===== src/logic/opm_pkg.sv =====
// Package for the twelve-bit output port with special-signal selection
package opm_pkg;
   localparam int          NUM_BITS      = 12;
   localparam int          GRP_BITS      = 4;
   localparam int          NUM_SPECIAL   = 8;
   localparam logic [11:0] DATA_RESET    = 12'hfff;
   localparam logic [11:0] FLOAT_RESET   = 12'h000;
   localparam logic [11:0] OPEN_DRAIN_DEF = 12'h000;
   localparam logic [1:0]  FREQ_RESET    = 2'h0;
   // Clock-output frequency codes
   localparam logic [1:0]  FREQ_FAST     = 2'h3;
   localparam logic [1:0]  FREQ_SLOW     = 2'h2;
   localparam logic [1:0]  FREQ_DIV8     = 2'h1;
   localparam logic [1:0]  FREQ_DIV64    = 2'h0;
   // Divider tap positions on the slow-clock edge counter
   localparam int          DIV_W         = 6;
   localparam int          DIV8_TAP      = 2;
   localparam int          DIV64_TAP     = 5;
   localparam logic [5:0]  DIV_RESET     = 6'h00;
   // Special-select bit positions, equal to the terminal index they steer
   localparam int          SEL_BUZ_INV   = 0;
   localparam int          SEL_BUZ       = 1;
   localparam int          SEL_TIMER     = 2;
   localparam int          SEL_OSC       = 3;
   localparam int          SEL_TX_MUTE   = 4;
   localparam int          SEL_RX_MUTE   = 5;
   localparam int          SEL_HOLD      = 6;
   localparam int          SEL_HANDS     = 7;

   typedef struct packed {
      logic hands_free_sel;
      logic hold_line_sel;
      logic rx_mute_sel;
      logic tx_mute_sel;
      logic osc_clk_en;
      logic timer_clk_en;
      logic buzzer_sel;
      logic buzzer_inv_sel;
   } opm_sel_t;

   localparam opm_sel_t SEL_RESET = '{default: 1'b0};

   typedef struct packed {
      logic buzzer_enable;
      logic buzzer;
      logic timer_clk;
      logic tx_mute_ctrl;
      logic rx_mute_ctrl;
      logic hold_ctrl;
      logic hands_free_ctrl;
   } opm_src_t;

   typedef struct packed {
      logic [11:0] data;
      logic [11:0] flt;
      opm_sel_t    sel;
      logic [1:0]  freq;
      logic [1:0]  slow_sync;
      logic [1:0]  fast_sync;
      logic        slow_prev;
      logic [5:0]  div_cnt;
      logic        osc_clk;
      logic [11:0] pin_out;
      logic [11:0] pin_oe_n;
   } opm_state_t;
endpackage : opm_pkg


===== src/logic/opm_output_port.sv =====
// Twelve-bit output port with float control and special-signal routing
// What this block does
// RULE1: Twelve output bits in three groups of four, each from a writable data bit.
// RULE2: Reset sets all data bits to one and all float bits to zero.
// RULE3: Float bit one floats the terminal; zero drives the data level.
// RULE4: A set float bit floats the terminal even with special output selected.
// RULE5: With special output selected, data bit zero forces the terminal low.
// RULE6: Software keeps data one and float zero when using a special output.
// RULE7: Only groups zero and one offer special outputs; group two is plain.
// RULE8: Inverted-buzzer select routes gated inverted buzzer onto group zero bit zero.
// RULE9: Buzzer select routes gated buzzer signal onto group zero bit one.
// RULE10: Timer-clock enable puts timer clock on group zero bit two.
// RULE11: Clock-output enable puts selected oscillator clock on group zero bit three.
// RULE12: Frequency field: 11 fast, 10 slow, 01 slow/8, 00 slow/64.
// RULE13: Software starts the fast oscillator before selecting it for output.
// RULE14: Transmit-mute select routes transmit-mute control onto group one bit zero.
// RULE15: Receive-mute select routes receive-mute control onto group one bit one.
// RULE16: Hold-line select routes hold control onto group one bit two.
// RULE17: Hands-free select routes hands-free control onto group one bit three.
// RULE18: Each bit is built push-pull or open-drain; open-drain drives low only.
// RULE19: Switching a special output may glitch the terminal; not suppressed.
// RULE20: All selects, clock enable and frequency field clear on reset.
// RULE21: A selected, driven special terminal shows special signal AND data bit.
module opm_output_port
   import opm_pkg::*;
#(
   parameter logic [11:0] OPEN_DRAIN_MASK = opm_pkg::OPEN_DRAIN_DEF
)
(
   input  wire logic              I_MCLK,
   input  wire logic              I_RST,
   input  wire logic              I_CE,
   input  wire logic              i_DATA_WE,
   input  wire logic [11:0]       i_DATA_WDATA,
   input  wire logic              i_FLOAT_WE,
   input  wire logic [11:0]       i_FLOAT_WDATA,
   input  wire logic              i_SEL_WE,
   input  wire opm_pkg::opm_sel_t i_SEL_WDATA,
   input  wire logic              i_FREQ_WE,
   input  wire logic [1:0]        i_FREQ_WDATA,
   input  wire opm_pkg::opm_src_t i_SRC,
   input  wire logic              i_SLOW_OSC_CLK,
   input  wire logic              i_FAST_OSC_CLK,
   output logic [11:0]            o_PORT_OUT,
   output logic [11:0]            o_PORT_OE_N,
   output logic [11:0]            o_DATA_RD,
   output logic [11:0]            o_FLOAT_RD,
   output opm_pkg::opm_sel_t      o_SEL_RD,
   output logic [1:0]             o_FREQ_RD
);
   import opm_pkg::*;

   localparam opm_state_t STATE_RESET = '{
      data:      DATA_RESET,
      flt:       FLOAT_RESET,
      sel:       SEL_RESET,
      freq:      FREQ_RESET,
      slow_sync: 2'h0,
      fast_sync: 2'h0,
      slow_prev: 1'b0,
      div_cnt:   DIV_RESET,
      osc_clk:   1'b0,
      pin_out:   DATA_RESET,
      pin_oe_n:  OPEN_DRAIN_MASK
   };

   opm_state_t state_reg;
   opm_state_t state_next;
   logic [7:0] special;
   logic [7:0] sel_vec;
   logic [11:0] level;

   // Output enable of one pad: open-drain floats instead of driving high
   function automatic logic pad_oe_n(input logic od, input logic flt, input logic lvl);
      pad_oe_n = flt | (od & lvl); // [RULE3] [RULE4] [RULE18]
   endfunction : pad_oe_n

   // Special signal candidates, indexed like the select bits
   always_comb
   begin
      special[SEL_BUZ_INV] = ~i_SRC.buzzer & i_SRC.buzzer_enable; // [RULE8]
      special[SEL_BUZ]     = i_SRC.buzzer & i_SRC.buzzer_enable;  // [RULE9]
      special[SEL_TIMER]   = i_SRC.timer_clk;                     // [RULE10]
      special[SEL_OSC]     = state_reg.osc_clk;                   // [RULE11]
      special[SEL_TX_MUTE] = i_SRC.tx_mute_ctrl;                  // [RULE14]
      special[SEL_RX_MUTE] = i_SRC.rx_mute_ctrl;                  // [RULE15]
      special[SEL_HOLD]    = i_SRC.hold_ctrl;                     // [RULE16]
      special[SEL_HANDS]   = i_SRC.hands_free_ctrl;               // [RULE17]
      sel_vec              = state_reg.sel;
   end

   // Terminal levels; a select switch is not resynchronised, so it may glitch
   genvar g;
   generate
      for (g = 0; g < NUM_SPECIAL; g++)
      begin : g_spec
         // Data bit gates the special signal, so data zero forces low
         assign level[g] = sel_vec[g] ? (special[g] & state_reg.data[g]) // [RULE5] [RULE21] [RULE19]
                                      : state_reg.data[g];               // [RULE3]
      end
   endgenerate
   // Group two has no select path at all
   assign level[11:8] = state_reg.data[11:8]; // [RULE7]

   // Next-state logic: software writes, clock divider, registered pads
   always_comb
   begin
      state_next = state_reg;
      if (i_DATA_WE)
      begin
         state_next.data = i_DATA_WDATA; // [RULE1]
      end
      if (i_FLOAT_WE)
      begin
         state_next.flt = i_FLOAT_WDATA; // [RULE3]
      end
      if (i_SEL_WE)
      begin
         state_next.sel = i_SEL_WDATA;
      end
      if (i_FREQ_WE)
      begin
         state_next.freq = i_FREQ_WDATA;
      end
      // Oscillator clocks are foreign; only the second stage is looked at
      state_next.slow_sync = {state_reg.slow_sync[0], i_SLOW_OSC_CLK};
      state_next.fast_sync = {state_reg.fast_sync[0], i_FAST_OSC_CLK};
      state_next.slow_prev = state_reg.slow_sync[1];
      if (state_reg.slow_sync[1] & ~state_reg.slow_prev)
      begin
         state_next.div_cnt = state_reg.div_cnt + 6'h01;
      end
      // Fast clock is sampled at 100 MHz, so its copy carries jitter
      case (state_reg.freq) // [RULE12]
         FREQ_FAST:  state_next.osc_clk = state_reg.fast_sync[1];
         FREQ_SLOW:  state_next.osc_clk = state_reg.slow_sync[1];
         FREQ_DIV8:  state_next.osc_clk = state_reg.div_cnt[DIV8_TAP];
         FREQ_DIV64: state_next.osc_clk = state_reg.div_cnt[DIV64_TAP];
         default:    state_next.osc_clk = 1'b0;
      endcase
      for (int i = 0; i < NUM_BITS; i++)
      begin
         state_next.pin_out[i]  = level[i];
         state_next.pin_oe_n[i] = pad_oe_n(OPEN_DRAIN_MASK[i], state_reg.flt[i], level[i]);
      end
   end

   // State register; reset wins over clock enable, and clock enable low freezes everything else
   always_ff @(posedge I_MCLK)
   begin
      if (I_RST)
      begin
         state_reg <= STATE_RESET; // [RULE2] [RULE20]
      end
      else if (I_CE)
      begin
         state_reg <= state_next;
      end
   end

   // Pad registers and read-back copies of the software bits
   assign o_PORT_OUT  = state_reg.pin_out;
   assign o_PORT_OE_N = state_reg.pin_oe_n;
   assign o_DATA_RD   = state_reg.data;
   assign o_FLOAT_RD  = state_reg.flt;
   assign o_SEL_RD    = state_reg.sel;
   assign o_FREQ_RD   = state_reg.freq;

   // Checks against the pad, read-back and clock registers
   a_reset_pins_high: assert property (@(posedge I_MCLK) // [RULE2]
      ($past(I_RST) && !I_RST) |-> (o_PORT_OUT == DATA_RESET) && (o_FLOAT_RD == FLOAT_RESET)
                       && (o_DATA_RD == DATA_RESET))
      else $error("Reset did not leave all terminals high");

   a_reset_selects_clear: assert property (@(posedge I_MCLK) // [RULE20]
      ($past(I_RST) && !I_RST) |-> (o_SEL_RD == SEL_RESET) && (o_FREQ_RD == FREQ_RESET))
      else $error("Reset did not clear selects and frequency");

   a_data_write_taken: assert property (@(posedge I_MCLK) disable iff (I_RST) // [RULE1]
      (i_DATA_WE && I_CE) |=> (o_DATA_RD == $past(i_DATA_WDATA)))
      else $error("Data write not stored");

   a_float_wins: assert property (@(posedge I_MCLK) disable iff (I_RST) // [RULE4]
      (I_CE && !$past(I_RST)) |=> ((o_PORT_OE_N & $past(o_FLOAT_RD)) == $past(o_FLOAT_RD)))
      else $error("Floated terminal is driven");

   a_zero_forces_low: assert property (@(posedge I_MCLK) disable iff (I_RST) // [RULE5]
      (I_CE && !$past(I_RST)) |=> ((o_PORT_OUT & ~$past(o_DATA_RD)) == 12'h000))
      else $error("Terminal high with data bit zero");

   a_grp2_plain: assert property (@(posedge I_MCLK) disable iff (I_RST) // [RULE7]
      (I_CE && !$past(I_RST)) |=> (o_PORT_OUT[11:8] == $past(o_DATA_RD[11:8])))
      else $error("Group two not a plain output");

   a_buzzer_and: assert property (@(posedge I_MCLK) disable iff (I_RST) // [RULE9] [RULE21]
      (I_CE && o_SEL_RD.buzzer_sel) |=> (o_PORT_OUT[1] ==
         $past(i_SRC.buzzer & i_SRC.buzzer_enable & o_DATA_RD[1])))
      else $error("Buzzer terminal wrong");

   a_timer_clk_route: assert property (@(posedge I_MCLK) disable iff (I_RST) // [RULE10]
      (I_CE && o_SEL_RD.timer_clk_en && o_DATA_RD[2]) |=> (o_PORT_OUT[2] == $past(i_SRC.timer_clk)))
      else $error("Timer clock not routed");

   a_hold_line_route: assert property (@(posedge I_MCLK) disable iff (I_RST) // [RULE16]
      (I_CE && !o_SEL_RD.hold_line_sel) |=> (o_PORT_OUT[6] == $past(o_DATA_RD[6])))
      else $error("Hold terminal not plain when deselected");

   a_open_drain_low: assert property (@(posedge I_MCLK) disable iff (I_RST) // [RULE18]
      ((~o_PORT_OE_N & OPEN_DRAIN_MASK & o_PORT_OUT) == 12'h000))
      else $error("Open-drain terminal drives high");

   a_osc_fast_pick: assert property (@(posedge I_MCLK) disable iff (I_RST) // [RULE12]
      (I_CE && (state_reg.freq == FREQ_FAST)) |=> (state_reg.osc_clk == $past(state_reg.fast_sync[1])))
      else $error("Fast clock not selected");

   // Read-back of the other software bits follows each write one cycle later
   a_float_write_taken: assert property (@(posedge I_MCLK) disable iff (I_RST) // [RULE3]
      (i_FLOAT_WE && I_CE) |=> (o_FLOAT_RD == $past(i_FLOAT_WDATA)))
      else $error("Float write not stored");

   a_sel_write_taken: assert property (@(posedge I_MCLK) disable iff (I_RST) // [RULE8]
      (i_SEL_WE && I_CE) |=> (o_SEL_RD == $past(i_SEL_WDATA)))
      else $error("Select write not stored");

   a_freq_write_taken: assert property (@(posedge I_MCLK) disable iff (I_RST) // [RULE12]
      (i_FREQ_WE && I_CE) |=> (o_FREQ_RD == $past(i_FREQ_WDATA)))
      else $error("Frequency write not stored");

   // Clock enable low must hold every pad and the data and select bits
   a_ce_freeze: assert property (@(posedge I_MCLK) disable iff (I_RST) // [RULE1]
      !I_CE |=> (o_PORT_OUT == $past(o_PORT_OUT)) && (o_PORT_OE_N == $past(o_PORT_OE_N))
                && (o_DATA_RD == $past(o_DATA_RD)) && (o_SEL_RD == $past(o_SEL_RD)))
      else $error("State moved with clock enable low");

   // Push-pull terminals drive exactly when their float bit is clear
   a_plain_drive: assert property (@(posedge I_MCLK) disable iff (I_RST) // [RULE3]
      (I_CE && !$past(I_RST)) |=> ((o_PORT_OE_N & ~OPEN_DRAIN_MASK) ==
         ($past(o_FLOAT_RD) & ~OPEN_DRAIN_MASK)))
      else $error("Push-pull terminal enable does not follow float bit");

   // Each selected terminal shows its own source gated by the data bit
   a_buz_inv_route: assert property (@(posedge I_MCLK) disable iff (I_RST) // [RULE8]
      (I_CE && o_SEL_RD.buzzer_inv_sel) |=> (o_PORT_OUT[0] ==
         $past(~i_SRC.buzzer & i_SRC.buzzer_enable & o_DATA_RD[0])))
      else $error("Inverted buzzer terminal wrong");

   a_osc_clk_route: assert property (@(posedge I_MCLK) disable iff (I_RST) // [RULE11]
      (I_CE && o_SEL_RD.osc_clk_en) |=> (o_PORT_OUT[3] ==
         $past(state_reg.osc_clk & o_DATA_RD[3])))
      else $error("Clock output terminal wrong");

   a_tx_mute_route: assert property (@(posedge I_MCLK) disable iff (I_RST) // [RULE14]
      (I_CE && o_SEL_RD.tx_mute_sel) |=> (o_PORT_OUT[4] ==
         $past(i_SRC.tx_mute_ctrl & o_DATA_RD[4])))
      else $error("Transmit mute terminal wrong");

   a_rx_mute_route: assert property (@(posedge I_MCLK) disable iff (I_RST) // [RULE15]
      (I_CE && o_SEL_RD.rx_mute_sel) |=> (o_PORT_OUT[5] ==
         $past(i_SRC.rx_mute_ctrl & o_DATA_RD[5])))
      else $error("Receive mute terminal wrong");

   a_hold_sel_route: assert property (@(posedge I_MCLK) disable iff (I_RST) // [RULE16]
      (I_CE && o_SEL_RD.hold_line_sel) |=> (o_PORT_OUT[6] ==
         $past(i_SRC.hold_ctrl & o_DATA_RD[6])))
      else $error("Hold terminal wrong");

   a_hands_free_route: assert property (@(posedge I_MCLK) disable iff (I_RST) // [RULE17]
      (I_CE && o_SEL_RD.hands_free_sel) |=> (o_PORT_OUT[7] ==
         $past(i_SRC.hands_free_ctrl & o_DATA_RD[7])))
      else $error("Hands-free terminal wrong");

   // With the enable clear the clock terminals fall back to plain data
   a_timer_plain_off: assert property (@(posedge I_MCLK) disable iff (I_RST) // [RULE10]
      (I_CE && !o_SEL_RD.timer_clk_en) |=> (o_PORT_OUT[2] == $past(o_DATA_RD[2])))
      else $error("Timer terminal not plain when disabled");

   a_osc_plain_off: assert property (@(posedge I_MCLK) disable iff (I_RST) // [RULE11]
      (I_CE && !o_SEL_RD.osc_clk_en) |=> (o_PORT_OUT[3] == $past(o_DATA_RD[3])))
      else $error("Clock terminal not plain when disabled");

   // The remaining frequency codes pick their own source
   a_osc_slow_pick: assert property (@(posedge I_MCLK) disable iff (I_RST) // [RULE12]
      (I_CE && (state_reg.freq == FREQ_SLOW)) |=>
         (state_reg.osc_clk == $past(state_reg.slow_sync[1])))
      else $error("Slow clock not selected");

   a_osc_div8_pick: assert property (@(posedge I_MCLK) disable iff (I_RST) // [RULE12]
      (I_CE && (state_reg.freq == FREQ_DIV8)) |=>
         (state_reg.osc_clk == $past(state_reg.div_cnt[DIV8_TAP])))
      else $error("Divide-by-eight clock not selected");

   a_osc_div64_pick: assert property (@(posedge I_MCLK) disable iff (I_RST) // [RULE12]
      (I_CE && (state_reg.freq == FREQ_DIV64)) |=>
         (state_reg.osc_clk == $past(state_reg.div_cnt[DIV64_TAP])))
      else $error("Divide-by-sixty-four clock not selected");

   c_buzzer_toggle: cover property (@(posedge I_MCLK) disable iff (I_RST)
      o_SEL_RD.buzzer_sel ##1 o_PORT_OUT[1] ##1 !o_PORT_OUT[1]);
   c_osc_div64: cover property (@(posedge I_MCLK) disable iff (I_RST)
      o_SEL_RD.osc_clk_en && (o_FREQ_RD == FREQ_DIV64) && o_PORT_OUT[3]);
   c_float_special: cover property (@(posedge I_MCLK) disable iff (I_RST)
      o_SEL_RD.tx_mute_sel && o_PORT_OE_N[4]);
   c_osc_div8: cover property (@(posedge I_MCLK) disable iff (I_RST)
      o_SEL_RD.osc_clk_en && (o_FREQ_RD == FREQ_DIV8) && o_PORT_OUT[3]);
   c_data_low_special: cover property (@(posedge I_MCLK) disable iff (I_RST)
      o_SEL_RD.buzzer_inv_sel && !o_DATA_RD[0]);
endmodule : opm_output_port


===== config.mk =====
export PLATFORM = sky130hd
export DESIGN_NAME = opm_output_port
export DESIGN_NICKNAME = d
export VERILOG_FILES = /design/src/logic/opm_pkg.sv /design/src/logic/opm_output_port.sv
export SDC_FILE = /design/constraint.sdc
export NUM_CORES = 1
export LEC_CHECK = 0
export ABC_AREA = 1
export BUFFER_PORTS_ARGS = -buffer_cell sky130_fd_sc_hd__buf_2
export CAP_MARGIN = 0
export CORE_ASPECT_RATIO = 2
export CORE_MARGIN = 10
export CORE_UTILIZATION = 46
export CTS_BUF_LIST = sky130_fd_sc_hd__clkbuf_8
export CTS_CLUSTER_DIAMETER = 100
export DETAILED_ROUTE_END_ITERATION = 10
export PLACE_DENSITY = 0.85
export SLEW_MARGIN = 30
export SYNTH_ARGS = -nofsm -noshare
export SYNTH_HDL_FRONTEND = slang
export SYNTH_SLANG_ARGS = --single-unit
export TNS_END_PERCENT = 100

===== constraint.sdc =====
create_clock -name I_MCLK -period 0.9 [get_ports I_MCLK]
set_input_delay 0.09 -clock I_MCLK [delete_from_list [all_inputs] [get_ports I_MCLK]]
set_output_delay 0.09 -clock I_MCLK [all_outputs]
set_load 0.005 [all_outputs]

* After elaboration in Yosys (flattened, before gate mapping)
Index checks and enable logic that the tools add are counted.
W data, S select, Z words.
** Word-level totals
- Input bits :: 50
- Bits in registers :: 70
- Word-level logic and storage cells :: 50
- Output and inout bits :: 58
** Operators by class
- Bitwise logic cells :: 13
- Add/sub/neg operators :: 1
- Multiplexer cells :: 9
- Reductions and logical operators :: 6
- Eq/ne operators :: 3
** Operators by type and width (number)
- $and A1 B1 Y1 :: 11
- $reduce_and A2 Y1 :: 5
- $mux W1 :: 8
- $add A6 B1 Y6 const B :: 1
- $eq A2 B2 Y1 const B :: 2
- $pmux W1 S4 :: 1
- $eq A2 B1 Y1 const B :: 1
- $logic_not A2 Y1 :: 1
- $not A1 Y1 :: 2

* Depth between registers and ports, before layout
- Depth after elaboration :: 4
- Depth in mapped cells :: 6
- Depth with buffers taken out :: 6

* Least setup slack after synthesis
OpenSTA, ideal clock, no wires.
- Path kind :: reg-to-reg
- Start :: register state_reg[27] (netlist bit)
- End :: register state_reg[30] (netlist bit)
- Slack :: 0.015 ns
- Arrival time :: 0.775 ns
- Clock period less this slack :: 0.885 ns
- Cell stages (with the launch flop) :: 6
- Buffers on the path :: 0
- Setup time :: 0.110 ns
- Data required time :: 0.790 ns
- Path through :: dfxtp_1 > nand3_1 > nor2_4 > nand3_1 > nand2_1 > nor2_1
** Between the ends
- Word-level cells in the longest chain between the ends :: 1
** Ends and longest elaborated chain
- from (decl) :: RTL line opm_output_port.sv:67 : opm_state_t state_reg;
- from (signal assigned) :: RTL line opm_output_port.sv:157 : state_reg <= state_next;
- $add A6 B1 Y6 :: RTL line opm_output_port.sv:131 : state_next.div_cnt = state_reg.div_cnt + 6'h01;
No other way between the ends.
A chain may end at the register's enable or synchronous reset.

* Final worst setup path
- Start :: register state_reg, in the netlist state_next[31]
- End :: register state_reg[26] (netlist bit)
** Between the ends
- Word-level cells in the longest chain between the ends :: 2
** Ends and longest elaborated chain
- $and A1 B1 Y1 :: RTL line opm_output_port.sv:129 : if (state_reg.slow_sync[1] & ~state_reg.slow_prev)
- $reduce_and A2 Y1 (no line)
No other way between the ends.

==> flow_summary.ini <==
[setup_path]
path_max_fanout = 6
start_kind = flop
cp_common_cell = nor2_1
critPathMaxStageDelay_ns = 0.38
crit_type = flop to flop
crit_arrival_ns = 1.17
endpoint_kind = flop
crit_chain = nand2_4 > nor2_4 > buf_4 > nor2_1 > nor2_1
required_ns = 1.17
crit_slowest_cell = dfxtp_4

[logic_synthesis]
seq_area_frac_synth = 0.4583
muxShareOfSynthArea = 0
synth_compound_area_frac = 0.1248
synth_cells = 395
synthesis.area_um2 = 3058
ys_ff_latch = 70
syn_nets = 446
synth_adder_area_share = 0.004092
synth.distinct_cells = 19
syn_avg_cell_area_um2 = 7.742
yosys_warnings = 0
synth_top_family_by_area = simple AND/OR/NAND/NOR gates
synth-xor-area-share = 0
synth-simple-area-share = 0.2087

[flow_run]
drv_cap = 0

[timing]
drv_slew = 0
fin_skew_ns = 0.004288
worst_pin_slew_ns = 0.4147
rsz0062_at_grt = yes
fin_crit_ns = 0.9066
finalCritPeriodShare = 1.007
slew_headroom = 0.7233
fmaxAchievable_mhz = 1103
hold_violations = 0
setup_slack_ns = -0.006618
setup-tns-final_ns = -0.01259
setup_viol = 3

[placed_design]
gp_congestion = 0.8253
dp_hpwl_mm = 6.166
io_buffer_count = 107
pre_cts_slack_ns = -0.1014

[global_route]
groute.usage.overall = 0.1558
grt_pass1_wl_mm = 13.25
use_met2 = 0.2762
busiest_layer = met2
grt_start_max_net_pins = 29
grt_use_met3 = 0.05053
overflow = 0
use_met1 = 0.1469
grt_antenna_before_repair = 1
grt_pass1_vias = 2877

[power_and_ir_drop]
p_leak_nw = 1.966
cellPowerDensity_nw_per_um2 = 1605
ir_drop_uv = 983.7
finalPower_mw = 6.694

[cts]
cts.clk_slew.worst_paths_ns = 0.07
cts_tree = built
clock-root-buffer = clkbuf_8
cts_buffers = 9
insertion_delay_ns = 0.33
clock-sinks = 70
cts_buffer_depth = 2
cts-htree-levels = 3

[detailed_routing]
firstDrtPassIters = 4
drt-wirelength-per-cell_um = 15.51
vias = 2920
drt_wl_total_mm = 9.165
dr.first_iter.drc_count = 253
antenna_left = 0
avgViaCountPerCell = 4.941
drc = 0

[final_layout]
final_nets = 549
fillers = 513
final_common_cell = buf_2
final_cell_mix = buf_2 (76), nor2_1 (67), dfxtp_2 (59)
fin_util = 0.6350
synthToLayoutAreaGrowth_pct = 36.42
drive_gt1_frac = 0.4731

[outcome]
violations = negative setup slack
status = finished, violations left

[die]
core_area_um2 = 6569
die_h_um = 135.3
fp.dieW_um = 77.65
dieArea_um2 = 10510
rows = 42
ios = 108
initial_core_util = 0.4655

[min_path]
hold_path_class = input pin to flop
==> power by group <==
part	switching (mW)	total, mW	internal (mW)
registers	0.141	3.47	3.33
logic	0.532	1.16	0.628
clock network	1.05	2.07	1.01
==> path summary, 6_finish.rpt <==
kind,start,end,slack (ns),cells past startpoint
worst max-delay path,state_next[31]$_SDFFE_PP0P_,state_reg[26]$_SDFFE_PP0P_,-0.007,5
worst min register to register,o_PORT_OUT[10]$_SDFFE_PP1P_,o_PORT_OUT[10]$_SDFFE_PP1P_,0.44,2
worst max register to register,state_next[31]$_SDFFE_PP0P_,state_reg[26]$_SDFFE_PP0P_,-0.007,5
worst min-delay path,i_FLOAT_WDATA[1],o_FLOAT_RD[1]$_SDFFE_PP0P_,0.02,3
==> critical path: cells and delay by family (launching register included) <==
| kind | cells | cell delay (ns) |
|---|---|---|
| DFF | 1 | 0.38 |
| and+or+nand+nor | 4 | 0.32 |
| buffers and inverters | 1 | 0.13 |
==> per-layer routing <==
metal | up-vias | routed length, um | share of wire
li1 | 1413 | - | -
met1 | 1359 | 3269 | 0.36
met2 | 119 | 5012 | 0.55
met3 | 29 | 458 | 0.050
met4 | 0 | 425 | 0.046
met5 | - | 0 | 0
==> stage by stage <==
step           cell area, um^2  hold slack [ns]  std cells
5_1_grt                   4169          0.02158        590
3_3_place_gp              3344           0.2869        536
6_report                  4172          0.01988        591
2_1_floorplan             3058           0.2032        395
4_1_cts                   3876         0.002064        579
3_5_place_dp              3344           0.2929        536
==> final cells by class <==
| type | instances | area (um^2) | area share |
|---|---|---|---|
| Tap cell | 88 | 110.1 | 0.02639 |
| Sequential cell | 70 | 1486 | 0.3563 |
| Timing Repair Buffer | 168 | 1262 | 0.3026 |
| Multi-Input combinational cell | 229 | 1077 | 0.2582 |
| Clock inverter | 4 | 17.52 | 0.004199 |
| Inverter | 20 | 75.07 | 0.01800 |
| Antenna cell | 2 | 5.005 | 0.001200 |
| Clock buffer | 10 | 137.6 | 0.03299 |
==> synth_stat cells <==
cell type,number,area (um^2)
a21oi_1,21,105.1
inv_1,18,67.56
nor2_1,68,255.2
nand3_2,1,10.01
dfxtp_1,70,1401
nand2_1,55,206.5
o21ai_0,49,245.2
nand4_1,1,6.260
buf_6,4,45.04
nand3_1,23,115.1
a31oi_1,1,6.260
ha_1,1,12.51
nor2_4,2,22.52
inv_2,2,7.510
buf_4,59,442.9
nand2_4,2,22.52
clkbuf_1,3,11.26
o21ai_1,5,25.02
buf_2,10,50.05
==> cells by family after synthesis <==
logic type / after synthesis
AO/OA/AOI/OAI: 76
adder cells (fa/ha/maj): 1
buffers and inverters: 96
flip-flops: 70
AND/OR/NAND/NOR: 152
==> what timing repair did <==
item / 4_1_cts / 5_1_grt
resized for setup: 49 / 59
pin swaps: 6 / 5
hold buffers: 20 / 0
endpoints found under the setup margin: 37 / 63
buffers inserted: 9 / 10
hold endpoints to repair: 20 / 0
Power figures use the tool's default switching activity.
